[src/ppsh_pkg.sv]
// shared constants and types for the position select / start handshake
package ppsh_pkg;

	// =====================================================================
	// pin widths and patterns
	localparam int          SEL_W        = 8;
	localparam logic [1:0]  PAT_FOUR     = 2'h0;
	localparam logic [1:0]  PAT_EIGHT    = 2'h2;
	localparam logic [7:0]  SEL_MASK_4   = 8'h0F;
	localparam logic [7:0]  SEL_MASK_8   = 8'hFF;

	// =====================================================================
	// timing
	localparam int          CLK_KHZ        = 250000;
	localparam int          SEL_SETTLE_MS  = 6;
	localparam int          SEL_SETTLE_CYC = SEL_SETTLE_MS * CLK_KHZ;
	localparam int          FILT_CYC       = 8;
	localparam logic [7:0]  STROBE_MIN_CYC = 8'h40;

	// =====================================================================
	// controller register map (byte addresses)
	localparam logic [7:0]  REG_CTRL       = 8'h00;
	localparam logic [7:0]  REG_STATUS     = 8'h04;
	localparam logic [7:0]  REG_SETTLE     = 8'h08;
	localparam logic [7:0]  REG_HOME_ENTRY = 8'h0C;
	localparam int          CTRL_GO_BIT    = 8;
	localparam int          CTRL_PAT_LSB   = 12;
	localparam int          STAT_REFUSE    = 3;
	localparam logic [7:0]  HOME_ENTRY_RST = 8'h00;
	localparam logic [1:0]  PAT_RST        = 2'h0;

	// =====================================================================
	// state encodings
	typedef enum logic [2:0] {
		DS_IDLE    = 3'h0,
		DS_HOMING  = 3'h1,
		DS_MOVING  = 3'h2,
		DS_REACHED = 3'h3,
		DS_DONE    = 3'h4
	} ppsh_dstate_t;

	typedef enum logic [2:0] {
		HS_IDLE    = 3'h0,
		HS_SETTLE  = 3'h1,
		HS_STROBE  = 3'h2,
		HS_RELEASE = 3'h3
	} ppsh_hstate_t;

endpackage : ppsh_pkg

[src/ppsh_if.sv]
// parallel_io lines between the controller and the actuator
`timescale 1ns/1ps
interface ppsh_if;
	logic [7:0] pos_sel;
	logic       move_start_strobe;
	logic       move_done_flag;
	logic       homed_flag;

	modport device (
		input  pos_sel,
		input  move_start_strobe,
		output move_done_flag,
		output homed_flag
	);

	modport host (
		output pos_sel,
		output move_start_strobe,
		input  move_done_flag,
		input  homed_flag
	);
endinterface : ppsh_if

[src/ppsh_sync_filter.sv]
// two-flop synchroniser followed by a stability filter
`timescale 1ns/1ps
module ppsh_sync_filter
	import ppsh_pkg::*;
#(
	parameter int W    = 1,
	parameter int FILT = FILT_CYC
) (
	// clock and reset
	input  wire logic         clk,
	input  wire logic         rst,
	// asynchronous input and filtered copy
	input  wire logic [W-1:0] d,
	output logic      [W-1:0] q
);

	typedef struct packed {
		logic [W-1:0] s1;
		logic [W-1:0] s2;
		logic [W-1:0] q;
		logic [15:0]  cnt;
	} ppsh_sf_t;

	ppsh_sf_t r_reg;
	ppsh_sf_t r_next;

	// =====================================================================
	// filter: the input must differ from the output FILT cycles in a row before it is passed on
	always_comb begin
		r_next    = r_reg;
		r_next.s1 = d;
		r_next.s2 = r_reg.s1;
		if (r_reg.s2 == r_reg.q) begin
			r_next.cnt = 16'h0000;
		end else if (r_reg.cnt >= 16'(FILT - 1)) begin
			r_next.q   = r_reg.s2;
			r_next.cnt = 16'h0000;
		end else begin
			r_next.cnt = r_reg.cnt + 16'h0001;
		end
	end

	always_ff @(posedge clk or posedge rst) begin
		if (rst) begin
			r_reg <= '0;
		end else begin
			r_reg <= r_next;
		end
	end

	assign q = r_reg.q;

endmodule : ppsh_sync_filter

[src/ppsh_host.sv]
// controller end: APB command registers driving the parallel_io lines
`timescale 1ns/1ps
module ppsh_host
	import ppsh_pkg::*;
#(
	parameter int SETTLE_CYC = SEL_SETTLE_CYC,
	parameter int FILT       = 2
) (
	// clock and reset
	input  wire logic        clk,
	input  wire logic        rst,
	// apb slave
	input  wire logic        psel,
	input  wire logic        penable,
	input  wire logic        pwrite,
	input  wire logic [7:0]  paddr,
	input  wire logic [31:0] pwdata,
	output logic      [31:0] prdata,
	output logic             pready,
	output logic             pslverr,
	// parallel_io lines
	ppsh_if.host             parallel_io
);

	typedef struct packed {
		ppsh_hstate_t st;
		logic [7:0]   sel;
		logic         strobe;
		logic [31:0]  cnt;
		logic [31:0]  settle;
		logic [7:0]   entry;
		logic [7:0]   home_entry;
		logic [1:0]   pat;
		logic         refused;
		logic [31:0]  prdata;
		logic         pready;
		logic         pslverr;
	} ppsh_host_t;

	ppsh_host_t r_reg;
	ppsh_host_t r_next;

	logic [1:0] in_f;
	logic       done_s;
	logic       homed_s;
	logic       wr;
	logic       go;

	ppsh_sync_filter #(
		.W    (2),
		.FILT (FILT)
	) u_in_sync (
		.clk (clk),
		.rst (rst),
		.d   ({parallel_io.homed_flag, parallel_io.move_done_flag}),
		.q   (in_f)
	);

	assign done_s  = in_f[0];
	assign homed_s = in_f[1];
	assign wr      = psel & penable & r_reg.pready & pwrite;
	assign go      = wr && paddr == REG_CTRL && pwdata[CTRL_GO_BIT];

	function automatic logic mapped(input logic [7:0] a);
		mapped = (a == REG_CTRL) || (a == REG_STATUS) || (a == REG_SETTLE) ||
			(a == REG_HOME_ENTRY);
	endfunction : mapped

	// =====================================================================
	// register access and handshake sequencer
	always_comb begin
		r_next         = r_reg;
		r_next.pready  = psel & ~penable;
		r_next.pslverr = psel & ~penable & ~mapped(paddr);
		r_next.prdata  = 32'h0000_0000;
		if (psel && !penable) begin
			case (paddr)
				REG_CTRL:       r_next.prdata = {16'h0000, 2'h0, r_reg.pat, 4'h0, r_reg.entry};
				REG_STATUS:     r_next.prdata = {25'h0, r_reg.st, r_reg.refused, homed_s,
					done_s, r_reg.st != HS_IDLE};
				REG_SETTLE:     r_next.prdata = r_reg.settle;
				REG_HOME_ENTRY: r_next.prdata = {24'h0, r_reg.home_entry};
				default:        r_next.prdata = 32'h0000_0000;
			endcase
		end
		if (wr) begin
			case (paddr)
				REG_CTRL: begin
					r_next.entry = pwdata[7:0];
					r_next.pat   = pwdata[CTRL_PAT_LSB+1:CTRL_PAT_LSB];
				end
				REG_STATUS:     if (pwdata[STAT_REFUSE]) r_next.refused = 1'b0;
				REG_SETTLE:     r_next.settle = pwdata;
				REG_HOME_ENTRY: r_next.home_entry = pwdata[7:0];
				default:        r_next.settle = r_reg.settle;
			endcase
		end

		case (r_reg.st)
			HS_IDLE: begin
				if (go) begin
					// unhomed eight-line axis may only start the entry held in home_entry
					if (pwdata[CTRL_PAT_LSB+1:CTRL_PAT_LSB] == PAT_EIGHT && !homed_s &&
						pwdata[7:0] != r_reg.home_entry) begin
						r_next.refused = 1'b1;
					end else begin
						r_next.sel = (pwdata[CTRL_PAT_LSB+1:CTRL_PAT_LSB] == PAT_EIGHT) ?
							pwdata[7:0] : (pwdata[7:0] & SEL_MASK_4);
						r_next.cnt = 32'h0000_0000;
						r_next.st  = HS_SETTLE;
					end
				end
			end
			HS_SETTLE: begin
				r_next.cnt = r_reg.cnt + 32'h0000_0001;
				if (r_reg.cnt + 32'h0000_0001 >= r_reg.settle) begin
					r_next.strobe = 1'b1;
					r_next.cnt    = 32'h0000_0000;
					r_next.st     = HS_STROBE;
				end
			end
			HS_STROBE: begin
				// minimum hold covers the far end's input filter delay
				if (r_reg.cnt[7:0] != STROBE_MIN_CYC) begin
					r_next.cnt = r_reg.cnt + 32'h0000_0001;
				end else if (!done_s) begin
					r_next.strobe = 1'b0;
					r_next.st     = HS_RELEASE;
				end
			end
			HS_RELEASE: begin
				if (done_s) begin
					r_next.st = HS_IDLE;
				end
			end
			default: begin
				r_next.strobe = 1'b0;
				r_next.st     = HS_IDLE;
			end
		endcase
	end

	always_ff @(posedge clk or posedge rst) begin
		if (rst) begin
			r_reg <= '{st: HS_IDLE, settle: 32'(SETTLE_CYC), home_entry: HOME_ENTRY_RST,
				pat: PAT_RST, default: '0};
		end else begin
			r_reg <= r_next;
		end
	end

	assign prdata                = r_reg.prdata;
	assign pready                = r_reg.pready;
	assign pslverr               = r_reg.pslverr;
	assign parallel_io.pos_sel           = r_reg.sel;
	assign parallel_io.move_start_strobe = r_reg.strobe;

endmodule : ppsh_host

[src/flat_wrapper.sv]
// flat-port wrapper written by rule: the top's interface ports become plain ports
module ppsh_host_flat import ppsh_pkg::*;
#(
	parameter int SETTLE_CYC = SEL_SETTLE_CYC,
	parameter int FILT       = 2
)
  (clk, rst, psel, penable, pwrite, paddr, pwdata, prdata, pready, pslverr, parallel_io_pos_sel, parallel_io_move_start_strobe, parallel_io_move_done_flag, parallel_io_homed_flag);
  ppsh_if parallel_io_i ();
  input  wire logic clk;
  input  wire logic rst;
  input  wire logic psel;
  input  wire logic penable;
  input  wire logic pwrite;
  input  wire logic [7:0] paddr;
  input  wire logic [31:0] pwdata;
  output logic      [31:0] prdata;
  output logic pready;
  output logic pslverr;
  output wire logic [$bits(parallel_io_i.pos_sel)-1:0] parallel_io_pos_sel;
  output wire logic [$bits(parallel_io_i.move_start_strobe)-1:0] parallel_io_move_start_strobe;
  input wire logic [$bits(parallel_io_i.move_done_flag)-1:0] parallel_io_move_done_flag;
  input wire logic [$bits(parallel_io_i.homed_flag)-1:0] parallel_io_homed_flag;
  assign parallel_io_pos_sel = parallel_io_i.pos_sel;
  assign parallel_io_move_start_strobe = parallel_io_i.move_start_strobe;
  assign parallel_io_i.move_done_flag = parallel_io_move_done_flag;
  assign parallel_io_i.homed_flag = parallel_io_homed_flag;
  ppsh_host #(.SETTLE_CYC(SETTLE_CYC), .FILT(FILT)) u_core (.clk(clk), .rst(rst), .psel(psel), .penable(penable), .pwrite(pwrite), .paddr(paddr), .pwdata(pwdata), .prdata(prdata), .pready(pready), .pslverr(pslverr), .parallel_io(parallel_io_i));
endmodule
[config.mk]
export PLATFORM = sky130hd
export DESIGN_NAME = ppsh_host_flat
export DESIGN_NICKNAME = d
export VERILOG_FILES = /design/src/ppsh_pkg.sv /design/src/ppsh_if.sv /design/src/ppsh_sync_filter.sv /design/src/ppsh_host.sv /design/src/flat_wrapper.sv
export SDC_FILE = /design/constraint.sdc
export NUM_CORES = 1
export LEC_CHECK = 0
export BUFFER_PORTS_ARGS = -buffer_cell sky130_fd_sc_hd__buf_2
export CAP_MARGIN = 10
export CORE_UTILIZATION = 55
export DETAILED_ROUTE_END_ITERATION = 16
export GPL_TIMING_DRIVEN = 0
export PLACE_DENSITY = 0.82
export REMOVE_ABC_BUFFERS = 1
export SYNTH_ARGS = -nofsm -noshare
export SYNTH_HDL_FRONTEND = slang
export SYNTH_SLANG_ARGS = --single-unit
[constraint.sdc]
create_clock -name clk -period 6 [get_ports clk]
set_clock_uncertainty 0.2 [all_clocks]
set_input_delay 1.2 -clock clk [delete_from_list [all_inputs] [get_ports clk]]
set_output_delay 1.2 -clock clk [all_outputs]
set_load 0.02 [all_outputs]
==> out/summary.md <==
The run finished with clean final reports. Dividing the final minimum period by the clock period gives 70.2%. Endpoint of the worst register-to-register path: u_core.r_reg[85]. For this design, the slowest cell found on the critical path is nor4_4. After clock tree synthesis, the flow added hold-fix buffers numbering 0.

Sequential cells account for 47.8% of the total power. The final-report max-slew violation count is 0, and the share of final-layout standard cells stronger than drive strength 1 is 23.4%. In this run the worst path has a maximum fanout of 24. The run gives 0.238 GHz as the maximum frequency from static timing analysis.

The number of nets with antenna violations after routing was 0; the diode insertion count for antenna repair was 0. The number of clock buffers added by TritonCTS is 17. The delay contributed by the slowest stage of the critical path came out at 0.67 ns.

Reg-to-reg startpoint: u_core.r_reg[87]. Leaving out fill and tap cells, the most frequent cells in the layout are 140 x dfrtp_1, 117 x nand2_1, 89 x buf_2, 46 x inv_1, 43 x ha_1. Including well taps, the total number of placed cells is 953.

The tree is rooted in a clkbuf_16. For this run, asynchronously set or reset flops after synthesis account for 100%. For the wire length of the first global-routing pass, the log shows 25300 µm.

For this run, the number of Yosys warnings is 0. The vertical die dimension is 120 µm, and the worst max-slew margin expressed relative to the limit is 21.5%. Count of flip-flops with a built-in enable after synthesis: 0. TritonCTS built the clock tree.

Routed via count: 5327. Fraction of power consumed by the clock network: 48.9%. Setup slack on the worst reg-to-reg path comes out at 1.79 ns.

The run gives 0 as the count of max-cap constraint violations. The switching portion of total power is 21.8%. In this run the worst setup path terminates at u_core.r_reg[85]. The clock insertion delay at the later pin of the skew report was 0.43 ns.

After synthesis, the cell types taking the most area are dfrtp_1 46%, ha_1 7.0%, nand2_1 5.7%, buf_4 4.6%, mux2_2 3.7%. The critical path goes through nand3_1, nor4_4, nand3_1, xnor2_1, ha_1, nand4_1, nor3_1, a221o_1, nor2_1, a31oi_4, buf_16, o41ai_1. The classification of the worst setup path was reg -> reg. Summing all placed instances gives a cell area of 8060 µm². The biggest area contributor in the post-synthesis netlist is dfrtp_1. The top cell type by area accounts for 45.7% of the synthesized area. Primary flip-flop cell chosen by synthesis mapping: dfrtp_1. Via-per-instance ratio: 5.41. The weighted congestion at the end of routability-driven global placement was 0.832; the per-cell routed wire length was 15.5 µm.

In this run the standard cell core region covers 13400 µm². The logs give 0 for the total congestion overflow after global routing and 8650 µm² for the summed area of non-filler cells in the final layout. Power spread over the standard cell area amounts to 248 nW/µm². The post-CTS setup buffer count is 0, and the worst supply voltage drop on vdd is 196 µV.

The die is 120 µm wide. The tools report the kind of end point of the critical path as a flop. Counting cells, the worst reg-to-reg path comes to 12. The post-synthesis instance area was 7660 µm². The logs give 0 for the count of endpoints failing setup in the final report and 1.68 mW for the internal power.

At the pin with the least slew margin, the transition time is 1.18 ns. The detailed-route wire length is 15300 µm, and the starting DRC count in detailed routing is 456. Summed over all cells, the static leakage comes to 4.32 nW. The logs give 22.7% for the total routing resource utilization after global routing and 5246 for the via count of the first global-routing pass. After synthesis the netlist holds a flip-flop and latch count of 150. Clock tree synthesis found a total of 150 sinks.

For the DRC violations left, the log shows 0. The full die area came out at 14400 µm². The worst setup path is launched from a flop. After the last flow step, the layout net total stands at 886.

The run gives 5 as the count of TritonRoute iterations in the first routing pass. The synthesized instance count was 738; the part of the Yosys area used for sequential elements was 49.1%. For the worst setup path, the data arrival time is 4.33 ns. The count of buffers inserted at the top-level ports was 89. The flip-flop count of the largest register, all copies and words added is 85. The number of antenna violations at the first check in global routing is 0.

The time the worst path needs with I/O delays and setup was 4.21 ns. Setup repair after global routing left no endpoint under its margin. The run gives 0 as the total of cells resized after clock tree synthesis. In this run the worst setup path begins at u_core.r_reg[87]. The run gives 42 as the standard-cell row count.

The hold violation total from the final report was 0. The most common library cell in the layout ignoring fill and taps was dfrtp_1. The clock-pin slew reported for the worst setup and hold paths after clock tree synthesis is 0.06 ns, and the combinational cell fraction of total power is 3.3%. A synthesized cell averages 10.4 µm².

Number of unique standard cell types used by synthesis: 60. In this run the worst hold path is classified as reg -> reg. At the worst endpoint, the required time is 6.12 ns.

The maximum number of pins on one net before global-route repair is 87, and the top-level I/O count is 90. CTS built an H-tree with a depth of 4. The layout overhead on the synthesized area is 12.8%, and the half-perimeter wire length after placement is 10600 µm. Initial core utilization: 57.2%.

The most numerous cell type found on the critical path is nand3_1. The number of buffers on the longest clock path was 2; the switching power of the nets was 0.467 mW. For this run, the number of standard cells in the final layout without fillers is 985.
-- layout make-up --
class,instances,area (µm²)
Clock buffer,20,457
Clock inverter,12,129
Fill cell,1033,4750
Inverter,47,181
Multi-Input combinational cell,486,3350
Sequential cell,150,3770
Tap cell,176,220
Timing Repair Buffer,94,547
-- routing by layer --
layer  GRT usage, %  vias up  wire (µm)  part of all wire [%]
met2           36.2      133       7340                    48
met3           5.23       32        732                   4.8
met5              0        -          0                     0
li1               -     2569          -                     -
met1           29.7     2593       6840                    45
met4           9.92        0        384                   2.5
-- worst min path at each step --
stage                                 from                         end  slack [ns]  cells past startpoint
3_5_place_dp   u_core.u_in_sync.r_next[18]  u_core.u_in_sync.r_reg[18]        0.14                      0
4_1_cts        u_core.u_in_sync.r_next[18]  u_core.u_in_sync.r_reg[18]        0.15                      0
2_1_floorplan  u_core.u_in_sync.r_next[18]  u_core.u_in_sync.r_reg[18]        0.13                      0
6_report       u_core.u_in_sync.r_next[18]  u_core.u_in_sync.r_reg[18]        0.15                      0
5_1_grt        u_core.u_in_sync.r_next[19]  u_core.u_in_sync.r_reg[19]        0.16                      0
3_3_place_gp   u_core.u_in_sync.r_next[19]  u_core.u_in_sync.r_reg[19]        0.13                      0
-- worst max-delay path: cells and delay by family, from the launching register on --
kind / cells / cell delay (ns)
simple gates: 6 / 1.71
fa+ha+maj: 1 / 0.31
xor+xnor: 1 / 0.28
flops: 1 / 0.46
buf+inv: 1 / 0.24
compound gates: 3 / 0.87
-- logic make-up after synthesis --
logic type      after synthesis  share of synthesized area (%)
flops                       150                           49.1
fa+ha+maj                    43                           7.02
mux                          33                           5.70
buf+inv                     114                           8.03
other cells                   1                         0.0489
compound gates              109                           8.44
simple gates                247                           16.6
xor+xnor                     41                           4.98
-- cell usage after synthesis (2+ instances only) --
cell,number
and2_1,24
nor2b_1,10
clkbuf_1,10
xnor2_1,32
buf_2,8
inv_1,47
nand4_1,20
nor3_1,4
nand4_2,2
dfrtp_1,140
nor4_2,2
nand2_1,117
o21ai_0,42
nor4b_1,2
mux4_2,6
nor2_1,18
a21o_1,3
xnor2_2,3
and4_1,4
o211ai_1,2
o41ai_1,2
a21boi_0,2
ha_1,43
buf_4,47
and3_1,5
a21oi_1,13
dfstp_2,10
nor4_4,2
nor4_1,5
xor2_1,6
mux2_2,25
nand3_1,23
mux2i_1,2
a22oi_1,2
o21ai_2,3
o21ai_1,28
-- metrics by stage --
stage / utilization (%) / TNS [ns] / hold WS [ns] / power, mW / setup WS, ns
after floorplan: - / 0 / 0.131 / 1.08 / 0.580
after global placement: 59.2 / -148.39 / 0.134 / 1.11 / -1.07
after detailed placement: 60.1 / 0 / 0.136 / 1.12 / 1.87
after CTS: 64.5 / 0 / 0.150 / 2.16 / 1.83
after global routing: 64.5 / 0 / 0.156 / 2.21 / 1.47
final: 64.5 / 0 / 0.148 / 2.15 / 1.79
-- power groups by stage --
stage | combinational, mW | clock [mW] | sequential [mW]
after detailed placement | 0.0721 | 0 | 1.05
final | 0.0708 | 1.05 | 1.03
after floorplan | 0.0345 | 0 | 1.04
after global routing | 0.0802 | 1.10 | 1.03
after global placement | 0.0677 | 0 | 1.04
after CTS | 0.0724 | 1.06 | 1.03
No activity file was read; power rests on OpenSTA's default activity.
